File: src/hw/tcc_cfg.svh
// Register offsets, field positions, reset values and widths for the
// timer channel clock and trigger block.
// Assumes an APB slave with 32-bit data and word-aligned registers.
`ifndef TCC_CFG_SVH
`define TCC_CFG_SVH

`define TCC_ADDR_W 8
`define TCC_OFF_CMD 8'h00
`define TCC_OFF_MODE 8'h04
`define TCC_OFF_STATUS 8'h08
`define TCC_OFF_COUNT 8'h0c
`define TCC_OFF_CMPC 8'h10
`define TCC_OFF_CAPB 8'h14

`define TCC_CMD_CLK_ON 0
`define TCC_CMD_CLK_OFF 1
`define TCC_CMD_SOFT_TRIG 2

`define TCC_MODE_WAVE 15
`define TCC_MODE_B_DIS 7
`define TCC_MODE_B_HALT 6
`define TCC_MODE_C_DIS 7
`define TCC_MODE_C_HALT 6
`define TCC_MODE_EXT_EN 10
`define TCC_MODE_EXT_ON_B 11
`define TCC_MODE_SYNC_EN 12
`define TCC_MODE_CLKSEL 0

`define TCC_ST_CLK_EN 16
`define TCC_ST_CPC 4
`define TCC_ST_LDRB 6
`define TCC_ST_LINE_A 17
`define TCC_ST_LINE_B 18
`define TCC_ST_EXT_CLK 19

`define TCC_MODE_RST 32'h0000_0000
`define TCC_CMPC_RST 16'hffff

`endif

File: src/hw/tcc_pkg.sv
// Types shared by the timer channel clock and trigger block.
// Assumes the constants header is included by the files that need numbers.
package tcc_pkg;
	typedef enum logic [1:0] {
		TCC_CLK_SYS = 2'b00,
		TCC_CLK_DIV4 = 2'b01,
		TCC_CLK_EXT = 2'b10,
		TCC_CLK_DIV16 = 2'b11
	} tcc_clksel_e;

	typedef struct packed {
		logic wave;
		logic b_dis;
		logic b_halt;
		logic c_dis;
		logic c_halt;
		logic ext_en;
		logic ext_on_b;
		logic sync_en;
		tcc_clksel_e clksel;
	} tcc_mode_s;

	typedef struct packed {
		logic line_a_out;
		logic line_a_oe;
		logic line_b_out;
		logic line_b_oe;
	} tcc_io_s;
endpackage

File: src/hw/tcc_sync.sv
// Two-flop synchroniser with edge output on the second stage.
// Assumes an asynchronous pin input and the system clock domain.
`timescale 1ns/1ns
module tcc_sync (
	input wire logic i_clk_sys,
	input wire logic i_rst_n,
	input wire logic i_async,
	output logic o_level,
	output logic o_rise
);
	logic meta_reg;
	logic sync_reg;
	logic last_reg;

	always_ff @(posedge i_clk_sys) begin
		if (!i_rst_n) begin
			meta_reg <= 1'b0;
			sync_reg <= 1'b0;
			last_reg <= 1'b0;
		end else begin
			meta_reg <= i_async;
			sync_reg <= meta_reg;
			last_reg <= sync_reg;
		end
	end

	assign o_level = sync_reg;
	assign o_rise = sync_reg & ~last_reg;
endmodule // tcc_sync

File: src/hw/tcc_channel.sv
// One timer channel: clock enable, start and stop, capture or waveform
// mode, triggers and counter, behind an APB slave.
// Assumes one system clock; pins and the external clock come in async.
//
// Decided for this implementation: the address map and the APB register port.
`timescale 1ns/1ns
`include "tcc_cfg.svh"
module tcc_channel #(
	parameter int CNT_W = 16
) (
	input wire logic i_clk_sys,
	input wire logic i_rst_n,
	input wire logic i_psel,
	input wire logic i_penable,
	input wire logic i_pwrite,
	input wire logic [`TCC_ADDR_W-1:0] i_paddr,
	input wire logic [31:0] i_pwdata,
	output logic [31:0] o_prdata,
	output logic o_pready,
	output logic o_pslverr,
	input wire logic i_sync_trig,
	input wire logic i_ext_clk,
	input wire logic i_line_a_in,
	input wire logic i_line_b_in,
	output logic o_line_a_out,
	output logic o_line_a_oe,
	output logic o_line_b_out,
	output logic o_line_b_oe
);
	typedef struct packed {
		tcc_pkg::tcc_mode_s mode;
		logic [CNT_W-1:0] count;
		logic [CNT_W-1:0] cmp_c;
		logic [CNT_W-1:0] cap_b;
		logic clk_en;
		logic started;
		logic trig_pend;
		logic cpc_flag;
		logic ldrb_flag;
		logic [3:0] prescale;
		tcc_pkg::tcc_io_s io;
		logic [31:0] prdata;
		logic pready;
		logic pslverr;
	} tcc_state_s;

	tcc_state_s st_reg;
	tcc_state_s st_next;

	logic ext_clk_lvl;
	logic ext_clk_rise;
	logic a_lvl;
	logic a_rise;
	logic b_lvl;
	logic b_rise;

	tcc_sync u_sync_clk (
		.i_clk_sys(i_clk_sys),
		.i_rst_n(i_rst_n),
		.i_async(i_ext_clk),
		.o_level(ext_clk_lvl),
		.o_rise(ext_clk_rise)
	);
	tcc_sync u_sync_a (
		.i_clk_sys(i_clk_sys),
		.i_rst_n(i_rst_n),
		.i_async(i_line_a_in),
		.o_level(a_lvl),
		.o_rise(a_rise)
	);
	tcc_sync u_sync_b (
		.i_clk_sys(i_clk_sys),
		.i_rst_n(i_rst_n),
		.i_async(i_line_b_in),
		.o_level(b_lvl),
		.o_rise(b_rise)
	);

	function automatic logic [31:0] tcc_widen(input logic [CNT_W-1:0] v);
		logic [31:0] r;
		r = '0;
		r[CNT_W-1:0] = v;
		return r;
	endfunction

	function automatic logic tcc_hit(input logic [`TCC_ADDR_W-1:0] a,
		input logic [`TCC_ADDR_W-1:0] off);
		return a == off;
	endfunction

	logic acc;
	logic wr;
	logic rd;
	logic cmd_on;
	logic cmd_off;
	logic cmd_soft_trigger_cmd;
	logic tick;
	logic ext_trig;
	logic any_trig;
	logic b_load;
	logic c_match;
	logic mapped;
	logic [31:0] rdata;

	always_comb begin
		st_next = st_reg;
		acc = i_psel & i_penable & ~st_reg.pready;
		wr = acc & i_pwrite;
		rd = acc & ~i_pwrite;
		mapped = tcc_hit(i_paddr, `TCC_OFF_CMD) |
			tcc_hit(i_paddr, `TCC_OFF_MODE) |
			tcc_hit(i_paddr, `TCC_OFF_STATUS) |
			tcc_hit(i_paddr, `TCC_OFF_COUNT) |
			tcc_hit(i_paddr, `TCC_OFF_CMPC) |
			tcc_hit(i_paddr, `TCC_OFF_CAPB);
		// Commands exist only as decode of the write itself
		cmd_on = wr & tcc_hit(i_paddr, `TCC_OFF_CMD) &
			i_pwdata[`TCC_CMD_CLK_ON];
		cmd_off = wr & tcc_hit(i_paddr, `TCC_OFF_CMD) &
			i_pwdata[`TCC_CMD_CLK_OFF];
		cmd_soft_trigger_cmd = wr & tcc_hit(i_paddr, `TCC_OFF_CMD) &
			i_pwdata[`TCC_CMD_SOFT_TRIG];

		// Active edge of the selected counting clock
		unique case (st_reg.mode.clksel)
			tcc_pkg::TCC_CLK_SYS: tick = 1'b1;
			tcc_pkg::TCC_CLK_DIV4: tick = st_reg.prescale[1:0] == 2'h3;
			tcc_pkg::TCC_CLK_EXT: tick = ext_clk_rise;
			tcc_pkg::TCC_CLK_DIV16: tick = st_reg.prescale == 4'hf;
		endcase
		st_next.prescale = st_reg.prescale + 4'h1;

		// One external trigger per mode: line B in waveform, line A or B
		// in capture
		ext_trig = st_reg.mode.ext_en & (st_reg.mode.ext_on_b ? b_rise :
			(st_reg.mode.wave ? 1'b0 : a_rise));
		// Capture B loads on a rising edge of line B in capture mode, except in a cycle where an external trigger fires
		b_load = ~st_reg.mode.wave & b_rise & ~ext_trig;
		c_match = st_reg.mode.wave & st_reg.started & st_reg.clk_en &
			tick & (st_reg.count == st_reg.cmp_c);
		any_trig = cmd_soft_trigger_cmd | (st_reg.mode.sync_en & i_sync_trig) |
			ext_trig | (c_match & st_reg.mode.wave);

		if (any_trig)
			st_next.trig_pend = 1'b1;

		if (b_load) begin
			st_next.cap_b = st_reg.count;
			st_next.ldrb_flag = 1'b1;
		end
		if (c_match)
			st_next.cpc_flag = 1'b1;

		// Counting, start and stop only matter while enabled
		if (st_reg.clk_en && tick) begin
			if (st_reg.trig_pend || any_trig) begin
				st_next.count = '0;
				st_next.started = 1'b1;
				st_next.trig_pend = 1'b0;
			end else if (st_reg.started) begin
				st_next.count = st_reg.count + {{(CNT_W-1){1'b0}}, 1'b1};
			end
		end
		if (st_reg.clk_en && ((b_load && st_reg.mode.b_halt) ||
			(c_match && st_reg.mode.c_halt)))
			st_next.started = 1'b0;
		if ((b_load && st_reg.mode.b_dis) || (c_match && st_reg.mode.c_dis))
			st_next.clk_en = 1'b0;
		if (cmd_off)
			st_next.clk_en = 1'b0;
		// Enable wins when both commands arrive together
		if (cmd_on)
			st_next.clk_en = 1'b1;
		if (!st_next.clk_en)
			st_next.trig_pend = 1'b0;

		// Pin direction follows the mode
		if (st_reg.mode.wave) begin
			st_next.io.line_a_oe = 1'b1;
			st_next.io.line_a_out = st_reg.started &
				(st_reg.count < st_reg.cmp_c);
			st_next.io.line_b_oe = ~(st_reg.mode.ext_en &
				st_reg.mode.ext_on_b);
			st_next.io.line_b_out = st_reg.started;
		end else begin
			st_next.io = '0;
		end

		rdata = 32'h0000_0000;
		unique case (1'b1)
			tcc_hit(i_paddr, `TCC_OFF_MODE): begin
				rdata[`TCC_MODE_WAVE] = st_reg.mode.wave;
				rdata[`TCC_MODE_EXT_EN] = st_reg.mode.ext_en;
				rdata[`TCC_MODE_EXT_ON_B] = st_reg.mode.ext_on_b;
				rdata[`TCC_MODE_SYNC_EN] = st_reg.mode.sync_en;
				rdata[`TCC_MODE_CLKSEL +: 2] = st_reg.mode.clksel;
				rdata[`TCC_MODE_B_DIS] = st_reg.mode.wave ?
					st_reg.mode.c_dis : st_reg.mode.b_dis;
				rdata[`TCC_MODE_B_HALT] = st_reg.mode.wave ?
					st_reg.mode.c_halt : st_reg.mode.b_halt;
			end
			tcc_hit(i_paddr, `TCC_OFF_STATUS): begin
				rdata[`TCC_ST_CLK_EN] = st_reg.clk_en;
				rdata[`TCC_ST_CPC] = st_reg.cpc_flag;
				rdata[`TCC_ST_LDRB] = st_reg.ldrb_flag;
				rdata[`TCC_ST_LINE_A] = a_lvl;
				rdata[`TCC_ST_LINE_B] = b_lvl;
				rdata[`TCC_ST_EXT_CLK] = ext_clk_lvl;
			end
			tcc_hit(i_paddr, `TCC_OFF_COUNT): rdata = tcc_widen(st_reg.count);
			tcc_hit(i_paddr, `TCC_OFF_CMPC): rdata = tcc_widen(st_reg.cmp_c);
			tcc_hit(i_paddr, `TCC_OFF_CAPB): rdata = tcc_widen(st_reg.cap_b);
			default: rdata = 32'h0000_0000;
		endcase

		// Status event flags clear on read; a same-cycle event wins
		if (rd && tcc_hit(i_paddr, `TCC_OFF_STATUS)) begin
			st_next.cpc_flag = c_match;
			st_next.ldrb_flag = b_load;
		end

		if (wr && tcc_hit(i_paddr, `TCC_OFF_MODE)) begin
			st_next.mode.wave = i_pwdata[`TCC_MODE_WAVE];
			st_next.mode.ext_en = i_pwdata[`TCC_MODE_EXT_EN];
			st_next.mode.ext_on_b = i_pwdata[`TCC_MODE_EXT_ON_B];
			st_next.mode.sync_en = i_pwdata[`TCC_MODE_SYNC_EN];
			st_next.mode.clksel = tcc_pkg::tcc_clksel_e'(
				i_pwdata[`TCC_MODE_CLKSEL +: 2]);
			// Same bit positions carry B or C controls by mode
			if (i_pwdata[`TCC_MODE_WAVE]) begin
				st_next.mode.c_dis = i_pwdata[`TCC_MODE_C_DIS];
				st_next.mode.c_halt = i_pwdata[`TCC_MODE_C_HALT];
				st_next.mode.b_dis = 1'b0;
				st_next.mode.b_halt = 1'b0;
			end else begin
				st_next.mode.b_dis = i_pwdata[`TCC_MODE_B_DIS];
				st_next.mode.b_halt = i_pwdata[`TCC_MODE_B_HALT];
				st_next.mode.c_dis = 1'b0;
				st_next.mode.c_halt = 1'b0;
			end
		end
		if (wr && tcc_hit(i_paddr, `TCC_OFF_CMPC))
			st_next.cmp_c = i_pwdata[CNT_W-1:0];

		// One wait state: answer the cycle after the access phase starts
		st_next.pready = acc;
		st_next.pslverr = acc & ~mapped;
		st_next.prdata = rd ? rdata : 32'h0000_0000;
	end

	always_ff @(posedge i_clk_sys) begin
		if (!i_rst_n) begin
			st_reg <= '0;
			st_reg.cmp_c <= CNT_W'(`TCC_CMPC_RST);
		end else begin
			st_reg <= st_next;
		end
	end

	assign o_prdata = st_reg.prdata;
	assign o_pready = st_reg.pready;
	assign o_pslverr = st_reg.pslverr;
	assign o_line_a_out = st_reg.io.line_a_out;
	assign o_line_a_oe = st_reg.io.line_a_oe;
	assign o_line_b_out = st_reg.io.line_b_out;
	assign o_line_b_oe = st_reg.io.line_b_oe;
endmodule // tcc_channel

File: config.mk
export PLATFORM = sky130hd
export DESIGN_NAME = tcc_channel
export DESIGN_NICKNAME = d
export VERILOG_FILES = /design/src/hw/tcc_pkg.sv /design/src/hw/tcc_sync.sv /design/src/hw/tcc_channel.sv
export VERILOG_INCLUDE_DIRS = /design/src /design/src/hw
export SDC_FILE = /design/constraint.sdc
export NUM_CORES = 1
export LEC_CHECK = 0
export ABC_AREA = 0
export BUFFER_PORTS_ARGS = -buffer_cell sky130_fd_sc_hd__buf_2
export CAP_MARGIN = 0
export CORE_ASPECT_RATIO = 1.1
export CORE_UTILIZATION = 45
export CTS_CLUSTER_SIZE = 12
export DETAILED_ROUTE_END_ITERATION = 10
export GPL_ROUTABILITY_DRIVEN = 0
export GPL_TIMING_DRIVEN = 0
export PLACE_DENSITY = 0.66
export SYNTH_ARGS = -nofsm -noshare
export SYNTH_HDL_FRONTEND = slang
export SYNTH_SLANG_ARGS = --single-unit
File: constraint.sdc
create_clock -name i_clk_sys -period 2.3 [get_ports i_clk_sys]
set_input_delay 0 -clock i_clk_sys [delete_from_list [all_inputs] [get_ports i_clk_sys]]
set_output_delay 0 -clock i_clk_sys [all_outputs]
set_load 0.03 [all_outputs]
==> qor.yml <==
logic_synthesis:
  yosysSeqAreaShare: 0.415
  synth-xor-area-share: 0.00356
  synthDistinctLibCells: 70
  synth_top_area_frac: 0.415
  synth_area_um2: 4920
  synth_seq_cells: 102
  syn_avg_cell_area_um2: 8.42
  synth_top_family_by_area: "simple AND/OR/NAND/NOR gates"
  yosys.area_share.simple: 0.245
  async_flop_share: 0
  synthCells: 584
  yosys-top-cells-area: "dfxtp_1, nand2_1, buf_4"
  ys_top_cells_by_count: "dfxtp_1, nand2_1, a21oi_1"
  synth_edf_count: 0
  synthMuxAreaShare: 0.00433
  yosys.area_share.adder: 0.0458
  synth_warnings: 0
  post-synth-top-count-cell: "dfxtp_1"
  synth_flop_cell: "dfxtp_1"
  yosys.area.top_type: "dfxtp_1"
  synth-compound-area-share: 0.185
sta:
  setup_ws_ns: 0.0450
  setup_violations: 0
  slew_violations: 0
  final.period_utilization: 0.980
  rsz0062_at_grt: "true"
  fmax_ghz: 0.443
  finalClockSkew_ns: 0.00687
  hold_violations: 0
  max_slew.worst_pin.slew_ns: 1.08
  relSlewSlack: 0.270
  min_period_ns: 2.25
floorplanning:
  rows: 39
  io_pins: 87
  die_w_um: 102
  die_height_um: 112
  die-area_um2: 11300
  fp.coreArea_um2: 10500
  start_util: 0.469
cts:
  clk-insertion-delay-late_ns: 0.36
  cts_tree: "built"
  clk_pin_slew_ns: 0.07
  clock_path_buffers: 2
  htree_levels: 3
  clock_sinks: 102
  root_buffer: "clkbuf_16"
  cts_buffers: 9
routing:
  vias: 4707
  antenna_left: 0
  drt-wirelength-per-cell_um: 16.8
  firstDrtPassIters: 6
  finalWirelength_mm: 14.1
  drtIter0Drc: 387
  viasPerCell: 5.61
  route.detailed.drc: 0
global_routing:
  first_global_vias: 4453
  grtUsageMet2: 0.422
  antenna_found_initial: 0
  grt_use_met3: 0.0282
  grt_first_pass_wirelength_mm: 22.4
  track_usage: 0.259
  grt_busiest_layer: "met2"
  met1_usage: 0.335
  grt_overflow: 0
  grt_max_degree: 19
pwr:
  power_mw: 3.50
  power_density_nw_per_um2: 580
  irDropWorstVdd_mv: 0.416
  power.leakage_nw: 2.42
critical_path:
  path_buf_inv: 0
  cp_cell_sequence: "or4bb_2 > o211ai_4 > nor2_2 > a21boi_2 > nor4_1"
  timing.rr.end: "st_reg[85]$_SDFFE_PN0P_"
  cpMaxStageDelayCell: "or4bb_2"
  crit_arrival_ns: 2.47
  worst_ep_required_time_ns: 2.52
  r2r_slack_ns: 0.05
  cp_top_family: "simple AND/OR/NAND/NOR gates"
  crit_fanout: 10
  cp-start-kind: "flip-flop"
  end_kind: "flip-flop"
  critPathKind: "reg -> reg"
  slowest_delay_ns: 0.69
  reg2regPathDepth: 5
  reg2reg_from: "st_reg[98]$_SDFFE_PN0P_"
worst_hold_path:
  hold_class: "in -> reg"
  worstHoldStart: "i_paddr[0]"
  worstHoldEndpoint: "o_pslverr$_SDFF_PN0_"
  holdPathStages: 3
finish:
  layout-drive-gt1-share: 0.198
  layout.nets: 758
  largest_register_ffs: 67
  syn_to_final_growth_pct: 22.6
  fill_cells: 975
  diodes: 0
placement:
  hpwl_mm: 10.4
  port_buffers: 57
  dpl_worst_slack_ns: -0.229
job:
  cap_violations: 0
status:
  outcome: "finished, final reports clean"
per-stage QoR:
step                instance area, um^2  cells   util  TNS [ns]  hold WS, ns
finish                             6030    839  0.575         0       0.0195
global route                       6030    839  0.575   -0.0124       0.0610
CTS                                5970    836  0.569         0      0.00430
detailed placement                 5420    795  0.517     -1.51        0.211
global placement                   5420    795  0.517     -1.40        0.206
floorplan                          4960    595      -         0        0.127
area by class of cell:
cell class              count  area, um^2  share of cell area
clock inverters             7        56.3             0.00934
multi-input cells         401        2480               0.411
inverters                  32         120              0.0199
flip-flops and latches    102        2040               0.339
repair buffers             85         557              0.0924
plain buffers              60         370              0.0614
well taps                 143         179              0.0297
clock buffers               9         225              0.0374
kinds of logic after synthesis:
group	count (synthesis)
simple gates	233
mux	2
other cells	1
fa+ha+maj	18
xor+xnor	2
buf+inv	92
flops	102
compound gates	134
power breakdown:
| part | internal (mW) | switching (mW) |
|---|---|---|
| Clock | 0.746 | 0.716 |
| Combinational | 0.0951 | 0.131 |
| Sequential | 1.79 | 0.0239 |
| Total | 2.63 | 0.871 |
per-layer routing:
| layer | share of wire | wire length, um |
|---|---|---|
| met5 | 0 | 0 |
| met3 | 0.065 | 920 |
| met2 | 0.47 | 6620 |
| met1 | 0.42 | 5970 |
| met4 | 0.039 | 549 |
cells in the final DEF (no fill, tap or decap), types with 4 or more instances in the layout:
cell           Yosys  routed
a211oi_1           5       5
a21oi_1           45      45
a22oi_1           21      21
a31oi_1            8       8
and2_1            14      14
and3_1             8       8
buf_2              0      57
buf_4             32      36
clkbuf_1          25      24
clkbuf_16          0       9
conb_1             1      12
dfxtp_1          102     100
dlygate4sd3_1      1      24
ha_1              18      18
inv_1             31      31
nand2_1           82      82
nand3_1           41      40
nand3b_1           4       4
nand4_1           13      13
nor2_1            20      20
nor2b_1            5       5
nor3_1            15      14
nor4_1             7       6
o211ai_1          19      19
o21ai_0            9       9
worst max path at each step:
stage                                        startpoint                       to  slack, ns  cells after the start
after floorplan                 st_reg[95]$_SDFFE_PN0P_  st_reg[81]$_SDFFE_PN0P_       0.27                      5
after global placement    u_sync_clk.o_level$_SDFF_PN0_  st_reg[92]$_SDFFE_PN0P_      -0.19                      6
after detailed placement  u_sync_clk.o_level$_SDFF_PN0_  st_reg[92]$_SDFFE_PN0P_      -0.23                      6
after CTS                       st_reg[98]$_SDFFE_PN0P_  st_reg[90]$_SDFFE_PN0P_       0.01                      5
after global routing            st_reg[98]$_SDFFE_PN0P_  st_reg[85]$_SDFFE_PN0P_     -0.006                      5
final                           st_reg[98]$_SDFFE_PN0P_  st_reg[85]$_SDFFE_PN0P_       0.05                      5
worst register-to-register path: stages (launching register included):
cell	delay, ns
dfxtp_1	0.40
or4bb_2	0.69
o211ai_4	0.31
nor2_2	0.18
a21boi_2	0.44
nor4_1	0.11
timing repair:
action	in CTS	in global routing
endpoints found under the setup margin	19	15
gates resized for setup	4	8
hold buffers	23	0
pin swaps	2	0
buffers inserted	2	3
endpoints found under the hold margin	32	0
No activity file was read; power rests on OpenSTA's default activity.
